<file path="src/design/led_drv_pkg.sv">
// Shared constants for the serial display driver: command map, registers and synchroniser lanes.
package led_drv_pkg;
  // Serial word and display geometry.
  localparam int WORD_W = 16;
  localparam int DIGITS = 8;
  localparam int SEG_W = 8;
  localparam int FIFO_DEPTH = 8;
  localparam int IDX_W = 3;
  // Command word fields: address nibble above the data byte.
  localparam int CMD_ADDR_LSB = 8;
  localparam int CMD_ADDR_MSB = 11;
  localparam int CMD_DATA_MSB = 7;
  // Command addresses.
  localparam logic [3:0] CMD_NOOP = 4'h0;
  localparam logic [3:0] CMD_DIGIT_FIRST = 4'h1;
  localparam logic [3:0] CMD_DIGIT_LAST = 4'h8;
  localparam logic [3:0] CMD_DECODE = 4'h9;
  localparam logic [3:0] CMD_SCAN_LIMIT = 4'hb;
  localparam logic [3:0] CMD_SHUTDOWN = 4'hc;
  localparam logic [3:0] CMD_SEGMENT = 4'hd;
  localparam logic [3:0] CMD_FEATURE = 4'he;
  // Data-byte fields of the commands.
  localparam int SHUT_NORMAL_BIT = 0;
  localparam int FEAT_EXT_CLK_BIT = 0;
  localparam int FEAT_SOFT_RESET_BIT = 1;
  localparam int FEAT_HEX_BIT = 2;
  localparam int FEAT_BLINK_BIT = 4;
  localparam int SEGCMD_VALUE_BIT = 3;
  localparam int SEGCMD_SEG_LSB = 0;
  localparam int SEGCMD_DIG_LSB = 4;
  // Reset values of the programmed settings.
  localparam logic [7:0] DECODE_RESET = 8'h00;
  localparam logic [2:0] SCAN_LIMIT_RESET = 3'h7;
  localparam logic [7:0] DIGIT_RESET = 8'h00;
  // Wishbone register byte offsets.
  localparam int ADR_W = 6;
  localparam logic [5:0] REG_CTRL = 6'h00;
  localparam logic [5:0] REG_STATUS = 6'h04;
  localparam logic [5:0] REG_LAST_CMD = 6'h08;
  localparam logic [5:0] REG_DISPLAY_LO = 6'h0c;
  localparam logic [5:0] REG_DISPLAY_HI = 6'h10;
  // Control register fields.
  localparam int CTRL_CS_VARIANT_BIT = 0;
  localparam int CTRL_HIZ_VARIANT_BIT = 1;
  localparam int CTRL_HOLD_BIT = 2;
  localparam logic [2:0] CTRL_RESET = 3'h0;
  // Status register fields.
  localparam int STAT_NORMAL_BIT = 0;
  localparam int STAT_OVERFLOW_BIT = 1;
  localparam int STAT_LEVEL_LSB = 4;
  localparam int STAT_LIMIT_LSB = 8;
  localparam int STAT_EXT_CLK_BIT = 11;
  localparam int STAT_BLINK_BIT = 12;
  localparam int STAT_HEX_BIT = 13;
  // Synchroniser lanes.
  localparam int SYNC_W = 5;
  localparam int SY_SCLK = 0;
  localparam int SY_DIN = 1;
  localparam int SY_LOAD = 2;
  localparam int SY_EXTCLK = 3;
  localparam int SY_BSYNC = 4;
endpackage

</file>
<file path="src/design/cmd_fifo.sv">
// Command word FIFO between the serial port and the command decoder.
`timescale 1ns/100ps
module cmd_fifo #(
  parameter int WIDTH = 16,
  parameter int DEPTH = 8
) (
  input wire logic clk_in, // Core clock.
  input wire logic reset_n_in, // Synchronous reset, active low.
  input wire logic in_valid_in, // Word offered.
  output logic in_ready_out, // Room for a word.
  input wire logic [WIDTH-1:0] in_data_in, // Offered word.
  output logic out_valid_out, // Word available.
  input wire logic out_ready_in, // Drain side takes the word.
  output logic [WIDTH-1:0] out_data_out, // Oldest word.
  output logic [$clog2(DEPTH+1)-1:0] level_out // Words held.
);
  localparam int PTR_W = (DEPTH > 1) ? $clog2(DEPTH) : 1;
  localparam int CNT_W = $clog2(DEPTH + 1);

  // Only power-of-two depths keep the pointer wrap free of compare logic.
  if (DEPTH < 2 || (DEPTH & (DEPTH - 1)) != 0) begin : g_depth_check
    $error("cmd_fifo depth must be a power of two of at least 2");
  end

  logic [WIDTH-1:0] mem_reg [DEPTH]; // Word storage.
  logic [PTR_W-1:0] wr_ptr_reg; // Next slot to fill.
  logic [PTR_W-1:0] rd_ptr_reg; // Oldest slot.
  logic [CNT_W-1:0] count_reg; // Words held.
  logic push; // A word enters.
  logic pop; // A word leaves.

  assign in_ready_out = (count_reg != CNT_W'(DEPTH));
  assign out_valid_out = (count_reg != '0);
  assign push = in_valid_in && in_ready_out;
  assign pop = out_valid_out && out_ready_in;
  assign out_data_out = mem_reg[rd_ptr_reg];
  assign level_out = count_reg;

  // Storage has no reset; nothing reads a slot before it is written.
  always_ff @(posedge clk_in) begin
    if (push) begin
      mem_reg[wr_ptr_reg] <= in_data_in;
    end
  end

  // Pointers and count move together so full and empty stay exact.
  always_ff @(posedge clk_in) begin
    if (!reset_n_in) begin
      wr_ptr_reg <= '0;
      rd_ptr_reg <= '0;
      count_reg <= '0;
    end else begin
      if (push) begin
        wr_ptr_reg <= wr_ptr_reg + PTR_W'(1);
      end
      if (pop) begin
        rd_ptr_reg <= rd_ptr_reg + PTR_W'(1);
      end
      if (push && !pop) begin
        count_reg <= count_reg + CNT_W'(1);
      end else if (pop && !push) begin
        count_reg <= count_reg - CNT_W'(1);
      end
    end
  end
endmodule

</file>
<file path="src/design/seg_decoder.sv">
// Digit value to segment pattern decoder, code-B or hexadecimal, or raw bits.
`timescale 1ns/100ps
module seg_decoder (
  input wire logic [7:0] value_in, // Stored digit byte.
  input wire logic decode_in, // High to decode, low to pass the bits through.
  input wire logic hex_in, // High for hexadecimal, low for code-B.
  output logic [7:0] segments_out // Pattern, bit 7 point, then a to g.
);
  // Pattern of a nibble, with the decimal point left off.
  function automatic logic [6:0] nibble_pattern(input logic [3:0] nib, input logic hex);
    logic [6:0] pat;
    pat = 7'h00;
    case (nib)
      4'h0: pat = 7'h7e;
      4'h1: pat = 7'h30;
      4'h2: pat = 7'h6d;
      4'h3: pat = 7'h79;
      4'h4: pat = 7'h33;
      4'h5: pat = 7'h5b;
      4'h6: pat = 7'h5f;
      4'h7: pat = 7'h70;
      4'h8: pat = 7'h7f;
      4'h9: pat = 7'h7b;
      4'ha: pat = hex ? 7'h77 : 7'h01;
      4'hb: pat = hex ? 7'h1f : 7'h4f;
      4'hc: pat = hex ? 7'h4e : 7'h37;
      4'hd: pat = hex ? 7'h3d : 7'h0e;
      4'he: pat = hex ? 7'h4f : 7'h67;
      default: pat = hex ? 7'h47 : 7'h00;
    endcase
    return pat;
  endfunction

  // Raw mode hands every stored bit to its segment unchanged.
  always_comb begin
    if (decode_in) begin
      segments_out = {value_in[7], nibble_pattern(value_in[3:0], hex_in)};
    end else begin
      segments_out = value_in;
    end
  end
endmodule

</file>
<file path="src/design/led_display_serial_port.sv">
// Serial command port, digit memory and scanned drivers of an eight-digit LED driver.
//
// Contract
// - Shift data in on serial clock rise.
// - Select rising edge latches last sixteen bits.
// - Select variant: shift only while select low.
// - Serial output changes on serial clock fall.
// - Input reaches output sixteen and half cycles later.
// - Serial output always driven, never floating.
// - Eight digit sinks; idle high or floating.
// - Eight segment sources; idle low or floating.
// - Display blanked after power until programmed.
// - Per digit: code decoder or raw bits.
// - Sixty-four bit memory kept through shutdown.
// - Scan limit, soft reset, external clock, blink sync.
// - Each segment updatable without touching others.
//
// The placing of the registers and the Wishbone register port were left to the implementer.
`timescale 1ns/100ps
module led_display_serial_port #(
  parameter int SCAN_TICK_CYCLES = 2500,
  parameter int BLINK_CYCLES = 62500000
) (
  input wire logic CORE_CLK_IN, // Core clock, 250 MHz.
  input wire logic RESET_N_IN, // Synchronous reset, active low.
  input wire logic WB_CYC_IN, // Wishbone cycle.
  input wire logic WB_STB_IN, // Wishbone strobe.
  input wire logic WB_WE_IN, // Wishbone write enable.
  input wire logic [5:0] WB_ADR_IN, // Wishbone byte address.
  input wire logic [3:0] WB_SEL_IN, // Wishbone byte lanes.
  input wire logic [31:0] WB_DAT_IN, // Wishbone write data.
  output logic [31:0] WB_DAT_OUT, // Wishbone read data.
  output logic WB_ACK_OUT, // Wishbone acknowledge.
  input wire logic SER_CLK_IN, // Serial clock from the master.
  input wire logic SER_DATA_IN, // Serial data from the master.
  input wire logic LOAD_SELECT_N_IN, // Load strobe or chip select, active low.
  input wire logic EXT_SCAN_CLK_IN, // Optional external scan clock.
  input wire logic BLINK_SYNC_IN, // Blink phase restart shared by chained drivers.
  output logic SER_DATA_OUT, // Chained serial data.
  output logic [7:0] DIGIT_DRIVE_OUT, // Digit sinks, low lights the digit.
  output logic [7:0] DIGIT_DRIVE_OE_N_OUT, // Digit enables, low drives.
  output logic [7:0] SEGMENT_DRIVE_OUT, // Segment sources, high lights.
  output logic [7:0] SEGMENT_DRIVE_OE_N_OUT, // Segment enables, low drives.
  output logic FIFO_READY_OUT // Command FIFO can take a word.
);
  localparam int TICK_W = $clog2(SCAN_TICK_CYCLES);
  localparam int BLINK_W = $clog2(BLINK_CYCLES);
  localparam int LEVEL_W = $clog2(led_drv_pkg::FIFO_DEPTH + 1);

  // Counters need at least two states to produce a periodic tick.
  if (SCAN_TICK_CYCLES < 2 || BLINK_CYCLES < 2) begin : g_param_check
    $error("scan and blink periods must be at least two cycles");
  end

  // Command address nibble of a word.
  function automatic logic [3:0] cmd_addr(input logic [15:0] word);
    return word[led_drv_pkg::CMD_ADDR_MSB:led_drv_pkg::CMD_ADDR_LSB];
  endfunction

  // Two-stage synchronisers for every pin from outside the core clock.
  logic [led_drv_pkg::SYNC_W-1:0] sync1_reg; // First stage, read only by the second.
  logic [led_drv_pkg::SYNC_W-1:0] sync2_reg; // Settled levels.
  logic [led_drv_pkg::SYNC_W-1:0] last_reg; // Previous settled levels for edges.
  logic [led_drv_pkg::SYNC_W-1:0] pins; // Raw pin levels.
  logic [led_drv_pkg::SYNC_W-1:0] rise; // Settled rising edges.
  logic [led_drv_pkg::SYNC_W-1:0] fall; // Settled falling edges.

  assign pins = {BLINK_SYNC_IN, EXT_SCAN_CLK_IN, LOAD_SELECT_N_IN, SER_DATA_IN, SER_CLK_IN};
  assign rise = sync2_reg & ~last_reg;
  assign fall = ~sync2_reg & last_reg;

  // Select idles high, so the synchronisers start there to avoid a false load edge.
  always_ff @(posedge CORE_CLK_IN) begin
    if (!RESET_N_IN) begin
      sync1_reg <= '1;
      sync2_reg <= '1;
      last_reg <= '1;
    end else begin
      sync1_reg <= pins;
      sync2_reg <= sync1_reg;
      last_reg <= sync2_reg;
    end
  end

  // Control register bits.
  logic [2:0] ctrl_reg; // Variant selects and drain hold.
  logic cs_variant; // Chip-select variant active.
  logic hiz_variant; // Idle drivers float instead of driving.
  logic hold; // Software holds the command drain.
  logic clk_enabled; // Serial clock edges are honoured.

  assign cs_variant = ctrl_reg[led_drv_pkg::CTRL_CS_VARIANT_BIT];
  assign hiz_variant = ctrl_reg[led_drv_pkg::CTRL_HIZ_VARIANT_BIT];
  assign hold = ctrl_reg[led_drv_pkg::CTRL_HOLD_BIT];
  assign clk_enabled = !cs_variant || !sync2_reg[led_drv_pkg::SY_LOAD];

  // Serial shift path; the spill stage adds the whole cycle that makes the chain delay.
  logic [15:0] shift_reg; // Incoming bits, newest in bit 0.
  logic spill_reg; // Bit pushed out of the shift register.
  logic dout_reg; // Chained output level.

  always_ff @(posedge CORE_CLK_IN) begin
    if (!RESET_N_IN) begin
      shift_reg <= '0;
      spill_reg <= 1'b0;
    end else if (rise[led_drv_pkg::SY_SCLK] && clk_enabled) begin
      shift_reg <= {shift_reg[14:0], sync2_reg[led_drv_pkg::SY_DIN]};
      spill_reg <= shift_reg[15];
    end
  end

  // Output moves half a serial cycle after the shift, on the falling edge.
  always_ff @(posedge CORE_CLK_IN) begin
    if (!RESET_N_IN) begin
      dout_reg <= 1'b0;
    end else if (fall[led_drv_pkg::SY_SCLK] && clk_enabled) begin
      dout_reg <= spill_reg;
    end
  end

  assign SER_DATA_OUT = dout_reg;

  // Command FIFO; words lost while it is full raise the sticky overflow flag.
  logic fifo_in_ready; // FIFO has room.
  logic fifo_out_valid; // A command waits.
  logic [15:0] fifo_out_data; // Oldest command.
  logic [LEVEL_W-1:0] fifo_level; // Commands waiting.
  logic load_edge; // Select has just risen.
  logic take_cmd; // A command is applied this cycle.

  assign load_edge = rise[led_drv_pkg::SY_LOAD];
  assign take_cmd = fifo_out_valid && !hold;
  assign FIFO_READY_OUT = fifo_in_ready;

  cmd_fifo #(
    .WIDTH(led_drv_pkg::WORD_W),
    .DEPTH(led_drv_pkg::FIFO_DEPTH)
  ) u_fifo (
    .clk_in(CORE_CLK_IN),
    .reset_n_in(RESET_N_IN),
    .in_valid_in(load_edge),
    .in_ready_out(fifo_in_ready),
    .in_data_in(shift_reg),
    .out_valid_out(fifo_out_valid),
    .out_ready_in(!hold),
    .out_data_out(fifo_out_data),
    .level_out(fifo_level)
  );

  // Programmed settings and the digit memory.
  logic [7:0] digit_mem_reg [led_drv_pkg::DIGITS]; // Sixty-four bits of display data.
  logic [7:0] decode_reg; // Per-digit decode enables.
  logic [2:0] scan_limit_reg; // Highest scanned digit index.
  logic normal_reg; // Low keeps the display in shutdown.
  logic ext_clk_reg; // Scan advances on the external clock.
  logic hex_reg; // Decoder uses hexadecimal instead of code-B.
  logic blink_en_reg; // Blinking enabled.
  logic [15:0] last_cmd_reg; // Most recent applied command other than a no-op.
  logic [3:0] cmd; // Address nibble of the applied command.
  logic [7:0] cmd_data; // Data byte of the applied command.
  logic [2:0] seg_dig; // Digit chosen by a segment command.
  logic [2:0] seg_bit; // Segment chosen by a segment command.
  logic [2:0] dig_slot; // Digit chosen by a digit command.

  assign cmd = cmd_addr(fifo_out_data);
  assign cmd_data = fifo_out_data[led_drv_pkg::CMD_DATA_MSB:0];
  assign seg_dig = cmd_data[led_drv_pkg::SEGCMD_DIG_LSB +: 3];
  assign seg_bit = cmd_data[led_drv_pkg::SEGCMD_SEG_LSB +: 3];
  assign dig_slot = 3'(cmd - led_drv_pkg::CMD_DIGIT_FIRST);

  // Digit memory is untouched by reset, shutdown and soft reset, so data survives.
  always_ff @(posedge CORE_CLK_IN) begin
    if (take_cmd) begin
      if (cmd >= led_drv_pkg::CMD_DIGIT_FIRST && cmd <= led_drv_pkg::CMD_DIGIT_LAST) begin
        digit_mem_reg[dig_slot] <= cmd_data;
      end else if (cmd == led_drv_pkg::CMD_SEGMENT) begin
        // A single bit changes; the rest of the digit stays.
        digit_mem_reg[seg_dig][seg_bit] <= cmd_data[led_drv_pkg::SEGCMD_VALUE_BIT];
      end
    end
  end

  // Settings follow their commands; soft reset restores defaults but not memory.
  always_ff @(posedge CORE_CLK_IN) begin
    if (!RESET_N_IN) begin
      decode_reg <= led_drv_pkg::DECODE_RESET;
      scan_limit_reg <= led_drv_pkg::SCAN_LIMIT_RESET;
      normal_reg <= 1'b0;
      ext_clk_reg <= 1'b0;
      hex_reg <= 1'b0;
      blink_en_reg <= 1'b0;
    end else if (take_cmd) begin
      if (cmd == led_drv_pkg::CMD_DECODE) begin
        decode_reg <= cmd_data;
      end else if (cmd == led_drv_pkg::CMD_SCAN_LIMIT) begin
        scan_limit_reg <= cmd_data[2:0];
      end else if (cmd == led_drv_pkg::CMD_SHUTDOWN) begin
        normal_reg <= cmd_data[led_drv_pkg::SHUT_NORMAL_BIT];
      end else if (cmd == led_drv_pkg::CMD_FEATURE) begin
        if (cmd_data[led_drv_pkg::FEAT_SOFT_RESET_BIT]) begin
          decode_reg <= led_drv_pkg::DECODE_RESET;
          scan_limit_reg <= led_drv_pkg::SCAN_LIMIT_RESET;
          normal_reg <= 1'b0;
          ext_clk_reg <= 1'b0;
          hex_reg <= 1'b0;
          blink_en_reg <= 1'b0;
        end else begin
          ext_clk_reg <= cmd_data[led_drv_pkg::FEAT_EXT_CLK_BIT];
          hex_reg <= cmd_data[led_drv_pkg::FEAT_HEX_BIT];
          blink_en_reg <= cmd_data[led_drv_pkg::FEAT_BLINK_BIT];
        end
      end
    end
  end

  // Last applied command other than a no-op, kept for software to read back.
  always_ff @(posedge CORE_CLK_IN) begin
    if (!RESET_N_IN) begin
      last_cmd_reg <= '0;
    end else if (take_cmd && cmd != led_drv_pkg::CMD_NOOP) begin
      last_cmd_reg <= fifo_out_data;
    end
  end

  // Scan timing: internal divider, or the synchronised external clock.
  logic [TICK_W-1:0] tick_cnt_reg; // Internal scan divider.
  logic scan_tick; // Advance to the next digit.
  logic [2:0] digit_idx_reg; // Digit now shown.

  always_ff @(posedge CORE_CLK_IN) begin
    if (!RESET_N_IN) begin
      tick_cnt_reg <= '0;
    end else if (tick_cnt_reg == TICK_W'(SCAN_TICK_CYCLES - 1)) begin
      tick_cnt_reg <= '0;
    end else begin
      tick_cnt_reg <= tick_cnt_reg + TICK_W'(1);
    end
  end

  assign scan_tick = ext_clk_reg ? rise[led_drv_pkg::SY_EXTCLK] :
                     (tick_cnt_reg == TICK_W'(SCAN_TICK_CYCLES - 1));

  // Digit index cycles from zero to the scan limit and wraps.
  always_ff @(posedge CORE_CLK_IN) begin
    if (!RESET_N_IN) begin
      digit_idx_reg <= '0;
    end else if (digit_idx_reg > scan_limit_reg) begin
      // A lowered limit pulls an out-of-range index back at once.
      digit_idx_reg <= '0;
    end else if (scan_tick) begin
      digit_idx_reg <= (digit_idx_reg == scan_limit_reg) ? 3'h0 : digit_idx_reg + 3'h1;
    end
  end

  // Blink phase; a sync edge restarts it so chained drivers blink together.
  logic [BLINK_W-1:0] blink_cnt_reg; // Half-period counter.
  logic blink_off_reg; // Segments dark in this half period.

  always_ff @(posedge CORE_CLK_IN) begin
    if (!RESET_N_IN) begin
      blink_cnt_reg <= '0;
      blink_off_reg <= 1'b0;
    end else if (rise[led_drv_pkg::SY_BSYNC]) begin
      blink_cnt_reg <= '0;
      blink_off_reg <= 1'b0;
    end else if (blink_cnt_reg == BLINK_W'(BLINK_CYCLES - 1)) begin
      blink_cnt_reg <= '0;
      blink_off_reg <= !blink_off_reg;
    end else begin
      blink_cnt_reg <= blink_cnt_reg + BLINK_W'(1);
    end
  end

  // Pattern of the digit being scanned.
  logic [7:0] pattern; // Decoded or raw segments.

  seg_decoder u_decoder (
    .value_in(digit_mem_reg[digit_idx_reg]),
    .decode_in(decode_reg[digit_idx_reg]),
    .hex_in(hex_reg),
    .segments_out(pattern)
  );

  // Pin drivers are registered so the pads never see decoder glitches.
  logic [7:0] dig_out_reg; // Digit levels.
  logic [7:0] dig_oe_n_reg; // Digit enables.
  logic [7:0] seg_out_reg; // Segment levels.
  logic [7:0] seg_oe_n_reg; // Segment enables.
  logic [7:0] seg_lit; // Segments that should light.

  assign seg_lit = (normal_reg && !(blink_en_reg && blink_off_reg)) ? pattern : 8'h00;

  always_ff @(posedge CORE_CLK_IN) begin
    if (!RESET_N_IN) begin
      dig_out_reg <= '1;
      dig_oe_n_reg <= '1;
      seg_out_reg <= '0;
      seg_oe_n_reg <= '1;
    end else begin
      for (int i = 0; i < led_drv_pkg::DIGITS; i++) begin
        if (normal_reg && digit_idx_reg == 3'(i)) begin
          dig_out_reg[i] <= 1'b0;
          dig_oe_n_reg[i] <= 1'b0;
        end else begin
          dig_out_reg[i] <= 1'b1;
          dig_oe_n_reg[i] <= hiz_variant;
        end
        seg_out_reg[i] <= seg_lit[i];
        seg_oe_n_reg[i] <= hiz_variant && !seg_lit[i];
      end
    end
  end

  assign DIGIT_DRIVE_OUT = dig_out_reg;
  assign DIGIT_DRIVE_OE_N_OUT = dig_oe_n_reg;
  assign SEGMENT_DRIVE_OUT = seg_out_reg;
  assign SEGMENT_DRIVE_OE_N_OUT = seg_oe_n_reg;

  // Wishbone slave: one-cycle wait, then a one-cycle acknowledge.
  logic ack_reg; // Acknowledge.
  logic [31:0] rdata_reg; // Read data.
  logic overflow_reg; // Sticky lost-word flag.
  logic wb_req; // New request this cycle.
  logic wb_wr; // Write taken this cycle.

  assign wb_req = WB_CYC_IN && WB_STB_IN && !ack_reg;
  assign wb_wr = WB_CYC_IN && WB_STB_IN && WB_WE_IN && ack_reg;

  always_ff @(posedge CORE_CLK_IN) begin
    if (!RESET_N_IN) begin
      ctrl_reg <= led_drv_pkg::CTRL_RESET;
    end else if (wb_wr && WB_ADR_IN == led_drv_pkg::REG_CTRL && WB_SEL_IN[0]) begin
      ctrl_reg <= WB_DAT_IN[2:0];
    end
  end

  // Overflow set wins over a clear written in the same cycle.
  always_ff @(posedge CORE_CLK_IN) begin
    if (!RESET_N_IN) begin
      overflow_reg <= 1'b0;
    end else if (load_edge && !fifo_in_ready) begin
      overflow_reg <= 1'b1;
    end else if (wb_wr && WB_ADR_IN == led_drv_pkg::REG_STATUS && WB_SEL_IN[0] &&
                 WB_DAT_IN[led_drv_pkg::STAT_OVERFLOW_BIT]) begin
      overflow_reg <= 1'b0;
    end
  end

  // Read data is captured with the acknowledge; unmapped addresses read zero.
  always_ff @(posedge CORE_CLK_IN) begin
    if (!RESET_N_IN) begin
      ack_reg <= 1'b0;
      rdata_reg <= '0;
    end else begin
      ack_reg <= wb_req;
      rdata_reg <= '0;
      if (wb_req && !WB_WE_IN) begin
        if (WB_ADR_IN == led_drv_pkg::REG_CTRL) begin
          rdata_reg <= {29'h0, ctrl_reg};
        end else if (WB_ADR_IN == led_drv_pkg::REG_STATUS) begin
          rdata_reg[led_drv_pkg::STAT_NORMAL_BIT] <= normal_reg;
          rdata_reg[led_drv_pkg::STAT_OVERFLOW_BIT] <= overflow_reg;
          rdata_reg[led_drv_pkg::STAT_LEVEL_LSB +: LEVEL_W] <= fifo_level;
          rdata_reg[led_drv_pkg::STAT_LIMIT_LSB +: 3] <= scan_limit_reg;
          rdata_reg[led_drv_pkg::STAT_EXT_CLK_BIT] <= ext_clk_reg;
          rdata_reg[led_drv_pkg::STAT_BLINK_BIT] <= blink_en_reg;
          rdata_reg[led_drv_pkg::STAT_HEX_BIT] <= hex_reg;
        end else if (WB_ADR_IN == led_drv_pkg::REG_LAST_CMD) begin
          rdata_reg <= {16'h0, last_cmd_reg};
        end else if (WB_ADR_IN == led_drv_pkg::REG_DISPLAY_LO) begin
          rdata_reg <= {digit_mem_reg[3], digit_mem_reg[2], digit_mem_reg[1], digit_mem_reg[0]};
        end else if (WB_ADR_IN == led_drv_pkg::REG_DISPLAY_HI) begin
          rdata_reg <= {digit_mem_reg[7], digit_mem_reg[6], digit_mem_reg[5], digit_mem_reg[4]};
        end
      end
    end
  end

  assign WB_ACK_OUT = ack_reg;
  assign WB_DAT_OUT = rdata_reg;
endmodule

</file>
<file path="config.mk">
export PLATFORM = sky130hd
export DESIGN_NAME = led_display_serial_port
export DESIGN_NICKNAME = d
export VERILOG_FILES = /design/src/design/led_drv_pkg.sv /design/src/design/cmd_fifo.sv /design/src/design/seg_decoder.sv /design/src/design/led_display_serial_port.sv
export SDC_FILE = /design/constraint.sdc
export NUM_CORES = 1
export LEC_CHECK = 0
export BUFFER_PORTS_ARGS = -buffer_cell sky130_fd_sc_hd__buf_2
export CAP_MARGIN = 20
export CORE_MARGIN = 2
export CORE_UTILIZATION = 60
export DETAILED_ROUTE_END_ITERATION = 10
export GPL_ROUTABILITY_DRIVEN = 0
export PLACE_DENSITY = 0.78
export SYNTH_ARGS = -nofsm -noshare
export SYNTH_HDL_FRONTEND = slang
export SYNTH_SLANG_ARGS = --single-unit
</file>
<file path="constraint.sdc">
create_clock -name CORE_CLK_IN -period 4.5 [get_ports CORE_CLK_IN]
set_input_delay 0.9 -clock CORE_CLK_IN [delete_from_list [all_inputs] [get_ports CORE_CLK_IN]]
set_output_delay 0.9 -clock CORE_CLK_IN [all_outputs]
set_load 0.02 [all_outputs]
</file>
==> results_dict.tcl <==
set metrics [dict create \
    required_ps 4650 \
    worst_slew_margin_rel 0.318 \
    total_number_of_vias 10882 \
    netlist-cell-type-count 80 \
    totalWireLength_um 36300 \
    dieArea_sq_um 28100 \
    finalSetupViolCount 0 \
    cts_made_buffers 38 \
    finClkSkew_ps 23.9 \
    standard_cell_rows 59 \
    synth_area_leaders "edfxtp_1 36%, dfxtp_1 24%, nor2_1 5.2%" \
    ant_diodes 0 \
    seq_area_frac_synth 0.596 \
    first_global_vias 10473 \
    final.setup.worst_slack_ps 488 \
    synthDominantCellAreaShare 0.359 \
    cts_setup_buffers 0 \
    final.fill_count 1826 \
    yosys_most_used_dff "edfxtp_1" \
    cp-end-kind "flop" \
    top_level_ports 119 \
    wl_met1_um 14500 \
    tightest_slew_ps 1020 \
    clk_transition_reported_paths_ps 60 \
    mappedNetlistNets 1385 \
    met3_wirelength_from_detailed_routing_um 2820 \
    ctsHoldBuffers 0 \
    hold_viol 0 \
    max_freq_mhz 249 \
    via_per_inst 6.14 \
    fin_setup_tns_ps 0 \
    remaining_drc_errors 0 \
    cap_viol_max_count 0 \
    synth_area_sq_um 16100 \
    result_of_the_run "finished clean" \
    clock_sinks 382 \
    r2r_cells 7 \
    antenna_violating_nets_post_route 0 \
    clkLatencyLatePin_ps 530 \
    synth.ff_latch_count 382 \
    tritoncts_clock_tree "yes" \
    timing.critical_path.arrival_ps 4160 \
    met2_wirelength_um 17500 \
    fp.dieW_um 168 \
    asyncSetResetFlopFracSynth 0 \
    global_route.usage.total 0.259 \
    vdd.ir_drop.worst_mv 0.353 \
    core_sq_um 26100 \
    critical_path_class "reg2reg" \
    yosysWarnings 0 \
    postLayoutCoreUtil 0.695 \
    starting_density 0.614 \
    holdPathStages 1 \
    static-leakage-power_nw 6.66 \
    min_path_type "reg2reg" \
    finalNetCount 1481 \
    number_of_synthesized_flops_with_an_enable_pin 192 \
    detailed_place_hpwl_um 24400 \
    fin_crit_ps 4010 \
    unrepaired_setup_endpoints_after_global_routing "no" \
    routedWlPerCell_um 20.5 \
    buffer_cell_driving_the_clock_tree_root "clkbuf_16" \
    globalRoute.totalOverflow 0 \
    maxUsedRoutingLayer "met4" \
    critPathLaunchType "flop" \
    netlist.top_cell.by_area "edfxtp_1" \
    pre_cts_slack_ps 493 \
    area_growth_syn_to_layout_pct 13.1 \
    p_per_area_nw_per_um2 567 \
    max-clock-path-buffers 3 \
    detail_route.iter0.violations 1186 \
    drive_above_1_share 0.183 \
    largest_net_degree_at_the_start_of_global_routing 63 \
    global_route_wire_length_before_repair_um 56700 \
    number_of_search_and_repair_iterations_in_the_first_detailed_routing_pass 6 \
    crit_fanout 22 \
    die_height_um 168 \
    maxSlewViolCount 0 \
    buffer_ports.inserted 86 \
    postCtsResizedCells 0 \
    largest_register_ffs 128 \
    synthCells 1311 \
    htree_num_levels 2 \
    syn_avg_cell_area_sq_um 12.2 \
    grt_antenna_before_repair 0 \
    period_share 0.891 \
]
-- cell type report --
| class | instances | area, sq um | share of cell area |
|---|---|---|---|
| clock buffers | 60 | 1140 | 0.0626 |
| clock inverters | 10 | 154 | 0.00847 |
| inverters | 29 | 109 | 0.00599 |
| multi-input cells | 842 | 6130 | 0.338 |
| flip-flops and latches | 382 | 9570 | 0.527 |
| well taps | 335 | 419 | 0.0231 |
| repair buffers | 114 | 641 | 0.0353 |
-- path summary, 6_finish.rpt --
path | from | endpoint | slack (ps)
worst min register to register | sync1_reg[4]$_SDFF_PN1_ | sync2_reg[4]$_SDFF_PN1_ | 400
worst min-delay path | sync1_reg[4]$_SDFF_PN1_ | sync2_reg[4]$_SDFF_PN1_ | 400
worst max-delay path | flop | digit_mem_reg[0][0]$_DFFE_PP_ | 490
worst max register to register | flop | digit_mem_reg[0][0]$_DFFE_PP_ | 490
-- power by group --
group          total (mW)  leakage [nW]  switching [mW]  internal (mW)
Clock                3.23         0.623            1.26           1.97
Combinational        2.80          2.72            1.76           1.03
Sequential           4.28          3.31           0.224           4.05
Total                10.3          6.66            3.24           7.06
-- cells in the mapped netlist, drive strengths merged (20+ instances only) --
library cell  instances
ha                   21
nand2b               25
mux4                 49
a21oi                51
edfxtp              192
clkbuf               40
nand3                41
inv                  29
nand2               101
a22oi                33
xor2                 24
dfxtp               190
nor2                223
xnor2                20
mux2i                29
mux2                 28
-- cells by family after synthesis --
logic type                 count (synthesis)  synth area share
and+or+nand+nor                          483             0.137
DFF                                      382             0.596
AOI/OAI and AO/OA                        187            0.0914
muxes                                    106             0.110
buffers and inverters                     87            0.0243
xor gates and xnor gates                  44            0.0240
adders and majority gates                 22            0.0176
-- critical path, stage by stage (launching register included) --
cell and delay (ps):
dfxtp_1 800, mux4_2 410, mux2i_1 300, ha_1 310, or3b_2 510, o21bai_2 440
nor2_1 570, a21oi_1 290
-- per-layer routing --
layer,up-vias,global-route usage
met4,0,0.104
li1,5023,-
met5,-,0
met2,485,0.438
met1,5266,0.339
met3,108,0.0385
-- cell usage in the layout (no fill, tap or decap), types with 29 or more instances in the layout --
master,count
nor2_1,221
mux2i_1,29
a21oi_1,51
buf_2,86
edfxtp_1,192
dfxtp_1,189
nand3_1,40
clkbuf_16,41
a22oi_1,29
mux4_2,34
nand2_1,101
-- stage by stage --
step                total power, mW  hold slack, ps  instance area, sq um  std cells
finish                         10.3             399                 18200       1772
global route                   10.7             406                 18200       1772
CTS                            10.3             400                 18200       1771
detailed placement             7.07             392                 16900       1701
global placement               6.98             390                 16900       1701
floorplan                      6.30             386                 16100       1311
Note: power is estimated with default switching activity, not from simulation.
